File: src/hdl/valve_out_defines.svh
`ifndef VALVE_OUT_DEFINES_SVH
`define VALVE_OUT_DEFINES_SVH

// Register byte offsets
`define OFS_CTRL      8'h00
`define OFS_STATUS    8'h04
`define OFS_IRQ_STAT  8'h08
`define OFS_IRQ_MASK  8'h0C
`define OFS_CH0       8'h10
`define OFS_CH_LAST   8'h1C

// Channel configuration fields
`define CF_SIM        0
`define CF_ERR_LO     1
`define CF_INV        3
`define CF_LFD        4
`define CF_NOPULSE    5
`define CF_SUBST      6
`define CF_SIMVAL     7
`define CF_SIMINV     8
`define CF_OND_LO     16
`define CF_OFFD_LO    24

// Control and interrupt fields
`define CT_ACTIVE     0
`define IRQ_WD_OFF    4

// Reset values
`define CTRL_RST      32'h0000_0001
`define CH_RST        32'h0000_0010
`define MASK_RST      5'h00

// Timing
`define CLK_MHZ       200
`define WD_TIME_MS    500
`define WD_CYC        (`WD_TIME_MS * 1000 * `CLK_MHZ)
`define MS_CYC        (1000 * `CLK_MHZ)
`define TP_WIDTH_NS   2000
`define TP_CYC        ((`TP_WIDTH_NS * `CLK_MHZ + 999) / 1000)
`define TP_PERIOD_MS  100
`define TP_PERIOD_CYC (`TP_PERIOD_MS * 1000 * `CLK_MHZ)
`define WD_FAILS      3

`endif

File: src/hdl/valve_out_pkg.sv
package valve_out_pkg;

   typedef enum logic [2:0] {
      WD_RUN  = 3'h1,
      WD_PEND = 3'h2,
      WD_OFF  = 3'h4
   } wd_state_t;

   typedef enum logic [1:0] {
      ERR_CURRENT = 2'h0,
      ERR_SUBST   = 2'h1,
      ERR_LAST    = 2'h2
   } err_mode_t;

endpackage

File: src/hdl/valve_channel.sv
`timescale 1ns/1ps
module valve_channel (
   // Clock, reset, enable and ms_tick
   input  wire logic       pclk,
   input  wire logic       presetn,
   input  wire logic       ce,
   input  wire logic       ms_tick,
   // Channel configuration
   input  wire logic       sim_mode,
   input  wire logic [1:0] err_mode,
   input  wire logic       invert,
   input  wire logic       subst_val,
   input  wire logic       sim_val,
   input  wire logic       sim_invalid,
   input  wire logic [7:0] on_delay,
   input  wire logic [7:0] off_delay,
   // Bus value and module conditions
   input  wire logic       bus_val,
   input  wire logic       bus_inv,
   input  wire logic       bus_upd,
   input  wire logic       wd_err,
   input  wire logic       force_off,
   // Results
   output logic            valve_out,
   output logic            last_valid
);

   typedef struct packed {
      logic       last;
      logic       out;
      logic [7:0] cnt;
   } ch_state_t;

   ch_state_t r;
   ch_state_t n;

   assign valve_out  = r.out;
   assign last_valid = r.last;

   always_comb begin
      logic src;
      logic fault;
      logic val;
      logic tgt;
      val   = 1'b0;
      tgt   = 1'b0;
      src   = sim_mode ? sim_val : bus_val;
      fault = wd_err | (sim_mode ? 1'b0 : bus_inv);
      n     = r;
      if (bus_upd && !bus_inv && !wd_err) begin
         n.last = bus_val;
      end
      if (sim_mode && sim_invalid) begin
         val = subst_val;
      end else if (fault) begin
         unique case (err_mode)
            valve_out_pkg::ERR_SUBST: val = subst_val;
            valve_out_pkg::ERR_LAST:  val = r.last;
            default:                  val = src;
         endcase
      end else begin
         val = src;
      end
      tgt = val ^ invert;
      // Off wins over any delay so a dead link never leaves a valve open
      if (force_off) begin
         n.out = 1'b0;
         n.cnt = 8'h00;
      end else if (tgt == r.out) begin
         n.cnt = 8'h00;
      end else if (tgt && n.cnt >= on_delay) begin
         n.out = 1'b1;
         n.cnt = 8'h00;
      end else if (!tgt && n.cnt >= off_delay) begin
         n.out = 1'b0;
         n.cnt = 8'h00;
      end else if (ms_tick && r.cnt != 8'hFF) begin
         n.cnt = r.cnt + 8'h01;
      end
   end

   always_ff @(posedge pclk or negedge presetn) begin
      if (!presetn) begin
         r <= '0;
      end else if (ce) begin
         r <= n;
      end
   end

endmodule

File: src/hdl/valve_output_channel_control.sv
// Register access over APB and the placing of the registers are this design's own decisions.
`timescale 1ns/1ps
`include "valve_out_defines.svh"
// Functional notes
// - Line fault detection is enabled per channel by its own config bit.
// - A brief test current pulse checks the valve circuit without actuating.
// - A per-channel bit suppresses the test pulse for lamps or sounders.
// - Three failed link attempts, then outputs switch off after 500 ms.
// - Normal mode drives the value received from the bus.
// - Simulation mode drives the configured simulation value instead.
// - A watchdog error (three failed attempts) or invalid data applies the configured error strategy.
// - A line fault is only reported, never starting the error strategy.
// - Current-value mode keeps passing received or simulated value.
// - Substitute mode drives the per-channel substitute value.
// - Last-valid mode holds the last valid value before the fault.
// - Inversion flips the logical output level.
// - Channel activity follows the single module-wide active setting.
// - ON delay in ms filters out short high pulses.
// - OFF delay in ms stretches pulses by delaying falls.
// - Substitute is 0 or 1 and always reported as invalid data.
// - Simulation value with invalid status enters the substitute strategy.
module valve_output_channel_control #(
   parameter int WD_CYCLES  = `WD_CYC,
   parameter int MS_CYCLES  = `MS_CYC,
   parameter int TP_PERIOD  = `TP_PERIOD_CYC
) (
   // Clock, reset, enable
   input  wire logic        pclk,
   input  wire logic        presetn,
   input  wire logic        ce,
   // APB slave
   input  wire logic        psel,
   input  wire logic        penable,
   input  wire logic        pwrite,
   input  wire logic [7:0]  paddr,
   input  wire logic [31:0] pwdata,
   output logic [31:0]      prdata,
   output logic             pready,
   output logic             pslverr,
   // Communication unit
   input  wire logic [3:0]  bus_val,
   input  wire logic [3:0]  bus_inv,
   input  wire logic        bus_upd,
   input  wire logic        comm_ok,
   input  wire logic        comm_fail,
   output logic [3:0]       rsp_invalid,
   // Field side
   output logic [3:0]       valve_out,
   output logic [3:0]       test_pulse,
   input  wire logic [3:0]  line_fault_in,
   output logic [3:0]       line_fault,
   // Interrupt
   output logic             irq
);

   localparam int NCH = 4;

   typedef struct packed {
      logic                         active;
      logic [NCH-1:0][31:0]         cfg;
      logic [3:0]                   bval;
      logic [3:0]                   binv;
      logic                         bupd;
      logic [1:0]                   fails;
      valve_out_pkg::wd_state_t     wd;
      logic [26:0]                  wd_cnt;
      logic [26:0]                  ms_cnt;
      logic                         ms_tick;
      logic [26:0]                  tp_cnt;
      logic [3:0]                   tp;
      logic [3:0]                   sync1;
      logic [3:0]                   sync2;
      logic [3:0]                   fault;
      logic [3:0]                   rinv;
      logic [4:0]                   irq_stat;
      logic [4:0]                   irq_mask;
      logic [31:0]                  rdata;
      logic                         err;
   } state_t;

   state_t r;
   state_t n;

   logic [3:0] ch_out;
   logic [3:0] ch_last;
   logic       wd_err;
   logic       force_off;

   assign wd_err    = (r.wd != valve_out_pkg::WD_RUN);
   // Inactive module keeps every valve de-energised
   assign force_off = (r.wd == valve_out_pkg::WD_OFF) || !r.active;

   genvar gi;
   generate
      for (gi = 0; gi < NCH; gi = gi + 1) begin : g_ch
         valve_channel u_ch (
            .pclk        (pclk),
            .presetn     (presetn),
            .ce          (ce),
            .ms_tick     (r.ms_tick),
            .sim_mode    (r.cfg[gi][`CF_SIM]),
            .err_mode    (r.cfg[gi][`CF_ERR_LO +: 2]),
            .invert      (r.cfg[gi][`CF_INV]),
            .subst_val   (r.cfg[gi][`CF_SUBST]),
            .sim_val     (r.cfg[gi][`CF_SIMVAL]),
            .sim_invalid (r.cfg[gi][`CF_SIMINV]),
            .on_delay    (r.cfg[gi][`CF_OND_LO +: 8]),
            .off_delay   (r.cfg[gi][`CF_OFFD_LO +: 8]),
            .bus_val     (r.bval[gi]),
            .bus_inv     (r.binv[gi]),
            .bus_upd     (r.bupd),
            .wd_err      (wd_err),
            .force_off   (force_off),
            .valve_out   (ch_out[gi]),
            .last_valid  (ch_last[gi])
         );
      end
   endgenerate

   assign valve_out   = ch_out;
   assign test_pulse  = r.tp;
   assign line_fault  = r.fault;
   assign rsp_invalid = r.rinv;
   assign prdata      = r.rdata;
   assign pslverr     = r.err;
   // Reads are captured in setup, so no wait state is needed
   assign pready      = 1'b1;
   assign irq         = |(r.irq_stat & r.irq_mask);

   always_comb begin
      logic       wr;
      logic       rd;
      logic       hit;
      logic [4:0] set;
      logic [4:0] clr;
      logic [3:0] lfd;
      logic [3:0] nopulse;
      integer     i;
      wr      = psel && penable && pwrite;
      rd      = psel && !penable;
      hit     = 1'b0;
      set     = 5'h00;
      clr     = 5'h00;
      lfd     = 4'h0;
      nopulse = 4'h0;
      n       = r;
      for (i = 0; i < NCH; i = i + 1) begin
         lfd[i]     = r.cfg[i][`CF_LFD];
         nopulse[i] = r.cfg[i][`CF_NOPULSE];
      end

      // Millisecond time base for ON and OFF delays
      if (r.ms_cnt == 27'(MS_CYCLES - 1)) begin
         n.ms_cnt  = 27'h0;
         n.ms_tick = 1'b1;
      end else begin
         n.ms_cnt  = r.ms_cnt + 27'h1;
         n.ms_tick = 1'b0;
      end

      n.bupd = bus_upd;
      if (bus_upd) begin
         n.bval = bus_val;
         n.binv = bus_inv;
      end

      // Watchdog: counts failed attempts, then the off timer
      unique case (r.wd)
         valve_out_pkg::WD_PEND: begin
            if (r.wd_cnt == 27'(WD_CYCLES - 1)) begin
               n.wd = valve_out_pkg::WD_OFF;
               set[`IRQ_WD_OFF] = 1'b1;
            end else begin
               n.wd_cnt = r.wd_cnt + 27'h1;
            end
         end
         valve_out_pkg::WD_OFF: n.wd = r.wd;
         valve_out_pkg::WD_RUN: n.wd = r.wd;
      endcase
      // Fails saturate at three; further fails wait for a success
      if (comm_ok) begin
         n.fails = 2'h0;
         n.wd    = valve_out_pkg::WD_RUN;
         n.wd_cnt = 27'h0;
      end else if (comm_fail && r.wd == valve_out_pkg::WD_RUN) begin
         if (r.fails == 2'(`WD_FAILS - 1)) begin
            n.wd     = valve_out_pkg::WD_PEND;
            n.wd_cnt = 27'h0;
            n.fails  = 2'(`WD_FAILS);
         end else begin
            n.fails = r.fails + 2'h1;
         end
      end

      // Test pulse only on off valves, so energy stays below pull-in
      if (r.tp_cnt == 27'(TP_PERIOD - 1)) begin
         n.tp_cnt = 27'h0;
      end else begin
         n.tp_cnt = r.tp_cnt + 27'h1;
      end
      for (i = 0; i < NCH; i = i + 1) begin
         n.tp[i] = (r.tp_cnt < 27'(`TP_CYC)) && r.active
                   && lfd[i] && !nopulse[i] && !ch_out[i];
      end

      // Line fault sense: reported, never fed to the error strategy
      n.sync1 = line_fault_in;
      n.sync2 = r.sync1;
      n.fault = r.sync2 & lfd;
      set[3:0] = n.fault & ~r.fault;

      // Invalid status returned per channel
      // Sim mode ignores bus invalid, matching the channel's own fault
      for (i = 0; i < NCH; i = i + 1) begin
         n.rinv[i] = (r.cfg[i][`CF_SIM] && r.cfg[i][`CF_SIMINV])
                     || (((r.binv[i] && !r.cfg[i][`CF_SIM])
                          || wd_err)
                         && r.cfg[i][`CF_ERR_LO +: 2]
                            == valve_out_pkg::ERR_SUBST);
      end

      // Register writes
      if (wr) begin
         if (paddr == `OFS_CTRL) begin
            n.active = pwdata[`CT_ACTIVE];
         end else if (paddr == `OFS_IRQ_STAT) begin
            clr = pwdata[4:0];
         end else if (paddr == `OFS_IRQ_MASK) begin
            n.irq_mask = pwdata[4:0];
         end else if (paddr >= `OFS_CH0 && paddr <= `OFS_CH_LAST
                      && paddr[1:0] == 2'h0) begin
            n.cfg[paddr[3:2]] = pwdata;
         end
      end
      // Set beats clear in the same cycle
      n.irq_stat = (r.irq_stat & ~clr) | set;

      // Register reads captured in the setup phase
      if (rd) begin
         n.rdata = 32'h0;
         hit     = 1'b1;
         if (paddr == `OFS_CTRL) begin
            n.rdata[`CT_ACTIVE] = r.active;
         end else if (paddr == `OFS_STATUS) begin
            n.rdata[3:0]   = ch_out;
            n.rdata[7:4]   = r.fault;
            n.rdata[11:8]  = ch_last;
            n.rdata[14:12] = r.wd;
            n.rdata[17:16] = r.fails;
            n.rdata[23:20] = r.rinv;
         end else if (paddr == `OFS_IRQ_STAT) begin
            n.rdata[4:0] = r.irq_stat;
         end else if (paddr == `OFS_IRQ_MASK) begin
            n.rdata[4:0] = r.irq_mask;
         end else if (paddr >= `OFS_CH0 && paddr <= `OFS_CH_LAST
                      && paddr[1:0] == 2'h0) begin
            n.rdata = r.cfg[paddr[3:2]];
         end else begin
            hit = 1'b0;
         end
         n.err = !hit;
      end
   end

   always_ff @(posedge pclk or negedge presetn) begin
      if (!presetn) begin
         r.active   <= 1'(`CTRL_RST >> `CT_ACTIVE);
         r.cfg      <= {NCH{`CH_RST}};
         r.bval     <= 4'h0;
         r.binv     <= 4'h0;
         r.bupd     <= 1'b0;
         r.fails    <= 2'h0;
         r.wd       <= valve_out_pkg::WD_RUN;
         r.wd_cnt   <= 27'h0;
         r.ms_cnt   <= 27'h0;
         r.ms_tick  <= 1'b0;
         r.tp_cnt   <= 27'h0;
         r.tp       <= 4'h0;
         r.sync1    <= 4'h0;
         r.sync2    <= 4'h0;
         r.fault    <= 4'h0;
         r.rinv     <= 4'h0;
         r.irq_stat <= 5'h00;
         r.irq_mask <= `MASK_RST;
         r.rdata    <= 32'h0;
         r.err      <= 1'b0;
      end else if (ce) begin
         r <= n;
      end
   end

endmodule
File: config.mk
export PLATFORM = sky130hd
export DESIGN_NAME = valve_output_channel_control
export DESIGN_NICKNAME = d
export VERILOG_FILES = /design/src/hdl/valve_out_pkg.sv /design/src/hdl/valve_channel.sv /design/src/hdl/valve_output_channel_control.sv
export VERILOG_INCLUDE_DIRS = /design/src /design/src/hdl
export SDC_FILE = /design/constraint.sdc
export NUM_CORES = 1
export LEC_CHECK = 0
export BUFFER_PORTS_ARGS = -buffer_cell sky130_fd_sc_hd__buf_4
export CORE_AREA = 2 2 171 173
export CTS_BUF_LIST = sky130_fd_sc_hd__clkbuf_4
export DETAILED_ROUTE_END_ITERATION = 12
export DIE_AREA = 0 0 173 175
export HOLD_SLACK_MARGIN = 0.1
export MAX_ROUTING_LAYER = met4
export PLACE_DENSITY = 0.83
export REMOVE_ABC_BUFFERS = 1
export SETUP_SLACK_MARGIN = 0.2
export SYNTH_ARGS = -nofsm -noshare
export SYNTH_HDL_FRONTEND = slang
export SYNTH_SLANG_ARGS = --single-unit
File: constraint.sdc
create_clock -name pclk -period 2.7 [get_ports pclk]
set_input_delay 0.81 -clock pclk [delete_from_list [all_inputs] [get_ports pclk]]
set_output_delay 0.81 -clock pclk [all_outputs]
set_load 0.01 [all_outputs]
Word level (Yosys, flattened, before mapping)
Index checks and enable logic that the tools add are counted.
{"block": "op_classes", "addsub": 8, "n_lt_le_gt_ge": 13, "n_eq_ne": 31, "mux": 87, "n_bitwise": 18, "reduce_logical": 116}
{"cell": "$mux W32", "count": 5}
{"cell": "$mux W27", "count": 5}
{"cell": "$bwmux W128", "count": 1}
{"cell": "$mux W8", "count": 13}
{"cell": "$add A27 B1 Y27 const B", "count": 3}
{"cell": "$mux W9", "count": 8}
{"cell": "$bmux W32 S2", "count": 1}
{"cell": "$demux W32 S2", "count": 1}
{"cell": "$ge A8 B8 Y1", "count": 8}
{"cell": "$logic_and A1 B1 Y1", "count": 52}
{"cell": "$mux W1", "count": 34}
{"cell": "$add A8 B1 Y8 const B", "count": 4}
{"cell": "$ne A8 B8 Y1 const B", "count": 4}
{"cell": "$mux W31", "count": 1}
{"cell": "$mux W30", "count": 1}
{"cell": "$mux W28", "count": 1}
{"cell": "$eq A27 B18 Y1 const B", "count": 1}
{"cell": "$eq A27 B25 Y1 const B", "count": 1}
{"cell": "$eq A27 B27 Y1 const B", "count": 1}
{"cell": "$lt A27 B9 Y1 const B", "count": 1}
{"cell": "$mux W5", "count": 5}
{"cell": "$logic_not A1 Y1", "count": 24}
{"cell": "$reduce_and A2 Y1", "count": 11}
{"cell": "$reduce_bool A5 Y1", "count": 4}
{"cell": "other kinds (39)", "count": 83}
{"block": "word_totals", "regBits": 328, "wordCells": 308}

Longest topological paths before layout
Gate-level depths: netlist (run 1).
{"block": "depth", "word_depth": 11, "mapped_depth": 9}

Hierarchy
Synthesis (run 1) repeated with hierarchy kept, for this count alone.
{"block": "unflattened", "hier_cells": 1727, "area_unflattened_um2": 18422.7}
{"mod": "valve_output_channel_control", "n_inst": 1, "cells_per_inst": 1163, "area_per_inst_um2": 13663.1}
{"mod": "valve_channel", "n_inst": 4, "cells_per_inst": 141, "area_per_inst_um2": 1189.9}

Least setup slack after synthesis (run 1)
Ideal clock, no wire load.
{"block": "synth_timing", "path_kind": "input -> register", "from": "input paddr[6]", "to": "register r[200] (netlist name)", "setup_time_ns": 0.128, "arrival_time_ns": 2.411, "slack_ns": 0.162, "cell_stages": 7, "path_cell_list": "or2_1 -> or4_1 -> buf_2 -> nor2_4 -> nand3_2 -> buf_2 -> mux2_1"}
{"block": "synth_between", "elab_chain_len": 4, "elab_cells_between_ends": 11}
{"element": "from (decl)", "line_no": "valve_output_channel_control.sv:35", "source": "input wire logic [7:0] paddr,"}
{"element": "$ge A8 B5 Y1 (no line) / $le A8 B5 Y1 (equally long branches)"}
{"element": "$logic_and A1 B1 Y1 (no line)"}
{"element": "$logic_and A1 B1 Y1", "line_no": "valve_output_channel_control.sv:230", "source": "end else if (paddr >= `OFS_CH0 && paddr <= `OFS_CH_LAST"}
{"element": "$reduce_and A6 Y1 (no line) *"}
{"element": "to (signal assigned)", "line_no": "valve_output_channel_control.sv:288", "source": "r <= n;"}
{"element": "to (decl)", "line_no": "valve_output_channel_control.sv:81", "source": "state_t r;"}
Every way passes the cells marked *; elsewhere a longest branch is shown, timed or not.
A chain may end at the register's enable or synchronous reset.

Worst setup path after layout (run 1)
{"block": "layout_timing", "from": "register r[42] (netlist name)", "to": "output irq"}
{"block": "layout_between", "elab_chain_len": 2}
{"element": "$and A5 B5 Y5", "line_no": "valve_output_channel_control.sv:128", "source": "assign irq = |(r.irq_stat & r.irq_mask);"}
{"element": "$reduce_or A5 Y1", "line_no": "valve_output_channel_control.sv:128"}
{"element": "to (decl)", "line_no": "valve_output_channel_control.sv:53", "source": "output logic irq"}
Every way passes these cells.

==> summary by stage, run 1 <==
Critical path
Together, buffers and inverters on the worst path number 1. STA puts the critical path data required time at 1.89 ns. In this run the worst setup path begins at r[42]. The kind of capture point of the worst setup path is a primary output.

The slowest cell on the critical path is sky130_fd_sc_hd__dfrtp_1. The worst setup path is launched from a flop. On the worst path, the slowest cell contributes a delay of 0.41 ns. The cell class contributing the biggest share of worst-path delay is flip-flops. The critical path goes through a222oi_1, nand2_1, buf_6.

The biggest fanout along the worst timing path is 2. The worst setup path is of the flop to primary output kind. Data arrives at the worst endpoint at 1.74 ns.

In this run the critical register-to-register path is launched from r[145].

Global route
The number of global-route vias before repair was 14400. The largest net degree at the start of global routing is 67. The initial antenna violation count is 1. Across every metal layer, demand over resource in global routing totals 32.6%.

The total overflow reported by the global router is 0. The first-pass GRT wire length is 75900 um.

Routing
The post-detailed-route count of antenna-violating nets is 0. The met2 wire length is 22100 um. The final routed wire length divided by cell count is 20.6 um. The detailed router put a total of 20200 um of wire on met1. The total length of routed wires is 47300 um. The top layer reached by signal wires is met4. The total iterations of the first detailed-routing run is 5. Using the TritonRoute via totals, the vias-per-cell ratio works out to 6.26. The DRC marker count from the first detailed-route iteration is 1344.

The routed length on met3 is 3640 um. The post-detailed-route DRC marker count is 0. The number of vias in the routed layout is 14400.

CTS
TritonCTS built the clock tree. Clock tree synthesis found a total of 328 sinks. Clock tree synthesis inserted a total of 88 buffers. The H-tree depth is 3.

The clock latency reported for the late side of the worst-skew pair is 0.73 ns. Counting along the longest clock path gives a buffer depth of 3. The buffer type at the clock tree root is sky130_fd_sc_hd__clkbuf_4. Clock-pin slew was measured on the worst setup and hold paths at 0.06 ns.

Placed design
Routability-driven placement finished with a final weighted congestion of 0.952. The detailed-placement wirelength estimate is 33200 um. Buffers placed on the I/O ports in this run total 110. The cell count after placement is 2130.

Power and ir drop
The maximum ir drop on the vdd rail is 0.445 mV. The total power after layout is 10.6 mW. Summed over all cells, the static leakage comes to 9.56 nW. The power per cell area is 519 mW/mm^2.

Timing
In this run the tightest slew margin relative to its limit is 47.4%. At the pin with the least slew margin, the transition time is 0.786 ns. Setup repair after global routing could not meet its margin everywhere. The final worst-path cycle share is 94.5%. The post-route worst hold slack is 0.318 ns. The total count of max-transition violations in the final report is 0. The clock arrives with 0.0665 ns of skew. The final hold violation count is 0.

Setup violations remaining at the end of the flow were counted as 0. The highest attainable clock frequency is 392 MHz. Subtracting the final worst setup slack from the clock period gives 2.55 ns.

Cells and area
The relative area change from synthesis to final layout is 15.4%. Cells with a size suffix above 1 make up 29.2% of the layout. The post-layout utilization of the core is 72.2%. The number of nets in the final layout is 1987.

For this run, the number of standard cells in the final layout without fillers is 2291.

Logic synthesis
The number of synthesized register bits is 328. Summed over its instances, the top area cell type makes up 45.4% of the synthesized netlist area. The number of enable-type register cells in the synthesized netlist is 0. The library cell with the largest summed area after synthesis is sky130_fd_sc_hd__dfrtp_1. After synthesis, the share of cell area in mux cells is 13.3%.

Of the total synthesized cell area, the portion taken by AND, OR, NAND and NOR gates is 13.9%. After synthesis, the largest family of logic cells by area is simple AND/OR/NAND/NOR gates. The synthesized-area fraction occupied by ao, oa, aoi and oai cells is 11.9%. Summing the sequential cell areas from Yosys gives 46.3% of the chip area. The post-synthesis xor/xnor area fraction is 3.40%. After synthesis, the cell types taking the most area are sky130_fd_sc_hd__dfrtp_1 (45%), sky130_fd_sc_hd__mux2_2 (8.6%), sky130_fd_sc_hd__ha_1 (5.6%), sky130_fd_sc_hd__mux4_2 (4.2%), sky130_fd_sc_hd__nand2_1 (3.5%). The count of cell types in the netlist is 84.

The async set-reset flop share out of synthesis is 100%. The Yosys warning count is 0. Counting instances in the post-synthesis netlist gives the leading cell types as sky130_fd_sc_hd__dfrtp_1 (322), sky130_fd_sc_hd__nand2_1 (166), sky130_fd_sc_hd__mux2_2 (136). The number of cells produced by synthesis is 1672. Averaged over all synthesized cells, the footprint is 10.6 um^2. The cell with the most instances after synthesis is sky130_fd_sc_hd__dfrtp_1. The post-synthesis cell area is 0.0178 mm^2. For this run, the leading register cell type out of synthesis is sky130_fd_sc_hd__dfrtp_1.

After Yosys synthesis, full adders, half adders and majority gates account for 5.64% of the synthesized area.

Die
The initial cell density of the core is 62.6%. The total die area is 0.0303 mm^2. The floorplan core area is 0.0284 mm^2.

The height of the die is 175 um. 112 I/O pins were placed. The die width is 173 um.

The placement row count is 62.

Outcome
The run finished with clean final reports.

Flow run
The reported max-cap violation count is 0.

Min path
The type of the most critical hold path is input port to flop. The startpoint identified for the worst hold timing path is bus_val[1].
-- worst register-to-register path, cell delays in order (launching register included) --
cell and delay [ns]:
sky130_fd_sc_hd__dfstp_2 0.61, sky130_fd_sc_hd__or3b_4 0.44, sky130_fd_sc_hd__o22ai_1 0.16, sky130_fd_sc_hd__o22ai_2 0.14, sky130_fd_sc_hd__xor2_1 0.17, sky130_fd_sc_hd__buf_4 0.17
sky130_fd_sc_hd__o41a_1 0.50, sky130_fd_sc_hd__a21oi_1 0.20
-- power breakdown --
group | internal [mW] | total [mW] | leakage (nW) | switching [mW]
clock | 2.19 | 4.27 | 0.641 | 2.08
combinational | 0.459 | 1.00 | 4.54 | 0.544
sequential | 5.12 | 5.37 | 4.37 | 0.246
-- worst paths after layout --
check	endpoint	slack (ns)	cells past startpoint
max in group asynchronous	r[143]	1.22	3
max reg2reg	g_ch[0].u_ch.r[5]	0.24	7
max	irq	0.15	3
min reg2reg	r[89]	0.47	1
min	r[156]	0.32	2
min in group asynchronous	r[219]	0.67	2
-- cell usage in the layout, fill, tap and decap left out, types with 15 or more instances in the layout --
cell type and instances:
sky130_fd_sc_hd__nand2_1 166, sky130_fd_sc_hd__buf_12 15, sky130_fd_sc_hd__a31oi_1 22, sky130_fd_sc_hd__buf_4 180
sky130_fd_sc_hd__and2_1 19, sky130_fd_sc_hd__nand4_1 33, sky130_fd_sc_hd__o21ai_0 98, sky130_fd_sc_hd__xor2_1 28
sky130_fd_sc_hd__xnor2_1 41, sky130_fd_sc_hd__inv_1 94, sky130_fd_sc_hd__a22oi_1 21, sky130_fd_sc_hd__ha_1 79
sky130_fd_sc_hd__nand2b_1 20, sky130_fd_sc_hd__mux2_2 136, sky130_fd_sc_hd__dfrtp_1 320, sky130_fd_sc_hd__and3_1 31
sky130_fd_sc_hd__clkinv_1 15, sky130_fd_sc_hd__clkbuf_4 130, sky130_fd_sc_hd__mux4_2 33, sky130_fd_sc_hd__nand3_1 43
sky130_fd_sc_hd__nor3_1 18, sky130_fd_sc_hd__a21oi_1 53, sky130_fd_sc_hd__nor2_1 79
-- per-layer routing --
metal | track usage [%] | up-vias
li1 | - | 6403
met1 | 44.5 | 7158
met2 | 49.7 | 678
met3 | 5.31 | 114
met4 | 11.8 | 0
met5 | - | -
-- stage by stage --
step | area, um^2 | setup slack [ns] | TNS (ns)
floorplan | 17100 | -0.758 | -34.46
global placement | 19200 | 0.00896 | 0
detailed placement | 19200 | -0.0408 | -0.321
CTS | 20300 | 0.109 | 0
global route | 20500 | 0.0378 | 0
finish | 20500 | 0.147 | 0
-- cell type report --
cell class / instances / area (um^2)
Fill cell: 2022 / 7900
Multi-Input combinational cell: 1134 / 8690
Tap cell: 384 / 480
Antenna cell: 1 / 2.50
Clock inverter: 20 / 85.1
Timing Repair Buffer: 198 / 1690
Clock buffer: 130 / 976
Inverter: 96 / 360
Sequential cell: 328 / 8220
-- kinds of logic (layout without fill, tap and decap cells) --
group / Yosys count / count (layout)
AOI/OAI and AO/OA: 320 / 320
buffers and inverters: 210 / 444
xor gates and xnor gates: 69 / 69
other: 1 / 2
DFF: 328 / 328
adders and majority gates: 80 / 80
and+or+nand+nor: 487 / 487
muxes: 177 / 177
-- flip-flops by register name (all words and copies together), names as in the netlist --
| register | count |
|---|---|
| r | 239 |
| g_ch.u_ch.r | 32 |
| prdata | 32 |
| g_ch.u_ch.last_valid | 4 |
| g_ch.u_ch.valve_out | 4 |
| line_fault | 4 |
| n | 4 |
| rsp_invalid | 4 |
| test_pulse | 4 |
| pslverr | 1 |
-- what timing repair did --
item / in CTS / in global routing
gates resized for setup: 9 / 22
hold buffers: 1 / 0
setup buffers: 2 / 7
hold endpoints to repair: 25 / 0
endpoints found under the setup margin: 22 / 39
pin swaps: 3 / 13
Power figures use the tool's default switching activity.
==> run 2: changes to the inputs <==
Settings changed: CORE_AREA 2 2 171 173 to 2 2 176 178, DIE_AREA 0 0 173 175 to 0 0 178 180, PLACE_DENSITY 0.83 to 0.78.
==> summary by stage, run 2 (synthesis gave the netlist of run 1 again) <==
Routing
After detailed routing, the number of remaining DRC violations is 0. The number of vias in the routed layout is 14200. The total iterations of the first detailed-routing run is 6.

After the first detailed-routing iteration, the DRC count stood at 1428. Using the TritonRoute via totals, the vias-per-cell ratio works out to 6.16. The total length of routed wires is 46800 um. The post-detailed-route count of antenna-violating nets is 0.

After detailed routing, the average wire length per cell comes to 20.4 um.

Critical path
The critical setup path kind is flop to primary output. The worst setup path is launched from a flop. The reg-to-reg startpoint is r[286]. In this run the critical register-to-register path is captured at g_ch[3].u_ch.r[5]. The maximum single-stage delay on the critical path is 0.41 ns. The worst setup path is captured at a primary output. STA puts the critical path data arrival time at 1.79 ns. Measured in cells, the most critical reg-to-reg path has a length of 7.

Traced cell by cell, the critical path runs through a222oi_1, nand2_1, buf_4. Along the worst path, the maximum fanout reaches 2. STA puts the critical path data required time at 1.89 ns. The slowest cell on the critical path is sky130_fd_sc_hd__dfrtp_1. The setup slack of the most critical reg-to-reg path is 0.22 ns.

Timing
In the finished design, the share of the clock period the worst path needs comes to 96.3%. The final worst slack is 0.0990 ns. The final hold violation count is 0. The highest attainable clock frequency is 384 MHz. Across the routed clock network, the largest skew measured is 0.0653 ns.

At the pin with the least slew margin, the transition time is 0.741 ns. The final critical-path required period is 2.60 ns. Setup repair after global routing could not meet its margin everywhere. The total count of max-transition violations in the final report is 0. Across all hold checks on the routed design, the worst slack comes to 0.309 ns. Headroom to the max-slew limit came out at 50.4%. The final count of negative-setup-slack endpoints is 0.

Power and ir drop
For this design the static power due to leakage is 9.53 nW. The maximum ir drop on the vdd rail is 0.412 mV. In this run the power density over the cells is 529 mW/mm^2.

The total power after layout is 10.8 mW.

Cells and area
Cells fill 67.7% of the core in the end. In the layout the commonest cells are sky130_fd_sc_hd__dfrtp_1 (320), sky130_fd_sc_hd__buf_4 (178), sky130_fd_sc_hd__nand2_1 (166), sky130_fd_sc_hd__clkbuf_4 (137), sky130_fd_sc_hd__mux2_2 (136). The area used by multi-input combinational logic is 0.00867 mm^2. The register containing the most flip-flops in the final layout is r. The number of nets in the final layout is 1979. The sequential cell area is 0.00822 mm^2. The most common library cell in the layout ignoring fill and taps is sky130_fd_sc_hd__dfrtp_1.

The flip-flop count of the largest register, all copies and words added is 239. The filler cells instantiated in the layout total 2216. The relative area change from synthesis to final layout is 15.0%. The fraction of layout cells with a size suffix above 1 is 28.9%.

CTS
The clock-pin slew of the registers on the worst-case setup and hold paths is 0.07 ns. The total clock buffers created by CTS is 88. The H-tree depth is 3. The root buffer cell chosen for the clock tree is sky130_fd_sc_hd__clkbuf_4.

The total clock sinks is 328. The CTS tree is done. The clock passes through at most 3 buffers.

Clock latency on the worst-skew pair, taken at its later pin, is 0.74 ns.

Global route
The total global routing track utilization is 30.6%. The number of global-route vias before repair was 14300. Summed over all layers, the global routing overflow is 0. The initial antenna violation count is 3. The first global-routing pass estimated 74800 um of wire. Entering global routing, the biggest net connects 119 pins.

Die
The initial cell density of the core is 58.8%. The height of the die is 180 um. The placement row count is 64. In this run the count of I/O pins placed on the die edge is 112.

The floorplan step defined a die boundary enclosing 0.0320 mm^2. The die is 178 um wide. The floorplan core area is 0.0302 mm^2.

Placed design
Detailed placement ended at an HPWL of 32600 um. The quantity of I/O buffers inserted on ports is 110. At the end of routability-driven placement, the weighted congestion stood at 0.978. The pre-CTS setup slack is -0.0934 ns.

Min path
The type of the most critical hold path is input port to flop. The critical hold path startpoint is bus_val[0]. The path with the worst hold slack has its endpoint at r[155]. The worst hold path passes through 2 cells.

Outcome
The run finished with clean final reports.

Flow run
Across the run, the number of max-cap violations was 0.
==> run 2: cell count changes in the layout (fill, tap and decap cells not counted), sizes merged <==
cell,before,now
buf,197,189
clkbuf,130,137
clkinv,17,13
diode,1,3
inv,98,96
bufinv,0,1
==> run 2: critical path: cells and delay by family (launching register included) <==
kind	cells	cell delay, ns
simple gates	1	0.12
compound gates	1	0.36
flops	1	0.41
buf+inv	1	0.16
==> run 2: stage by stage <==
stage	std cells	setup TNS [ns]	area (um^2)
after floorplan	1558	-34.46	17100
after global placement	2134	-0.139	19100
after detailed placement	2134	-0.630	19100
after CTS	2291	0	20300
after global routing	2299	0	20400
final	2299	0	20400
==> run 2: where the power goes <==
| group | internal (mW) | leakage, nW | total [mW] | switching (mW) |
|---|---|---|---|---|
| clock | 2.38 | 0.668 | 4.46 | 2.08 |
| combinational | 0.446 | 4.49 | 0.989 | 0.543 |
| sequential | 5.12 | 4.37 | 5.36 | 0.240 |
==> run 2: worst max path at each step <==
stage | slack, ns | startpoint | cells after the start | end
6_report | 0.1 | r[42] | 3 | irq
5_1_grt | 0.03 | r[42] | 3 | irq
4_1_cts | 0.02 | r[42] | 3 | irq
3_5_place_dp | -0.09 | paddr[6] | 9 | prdata[7]
3_3_place_gp | -0.02 | paddr[6] | 9 | prdata[9]
2_1_floorplan | -0.76 | paddr[6] | 5 | r[255]
==> run 2: metal layers <==
metal	vias up	wire (um)	global-route usage (%)
met3	140	3980	6.68
met5	-	0	-
met4	0	1760	14.0
li1	6404	-	-
met2	631	21700	45.6
met1	6985	19400	40.2
==> run 2: cell type report <==
| cell class | instances | area share, % |
|---|---|---|
| multi-input combinational | 1134 | 42.5 |
| timing repair buffer | 190 | 7.64 |
| clock inverter | 15 | 0.423 |
| antenna | 3 | 0.0367 |
| inverter | 96 | 1.76 |
| sequential | 328 | 40.2 |
| tap | 396 | 2.43 |
| clock buffer | 137 | 5.03 |
==> run 2: what timing repair did <==
| item | 4_1_cts | 5_1_grt |
|---|---|---|
| hold buffers | 1 | 0 |
| endpoints found under the setup margin | 23 | 34 |
| hold endpoints to repair | 18 | 0 |
| gates resized for setup | 6 | 21 |
| pin swaps | 4 | 12 |
| buffers inserted | 4 | 5 |
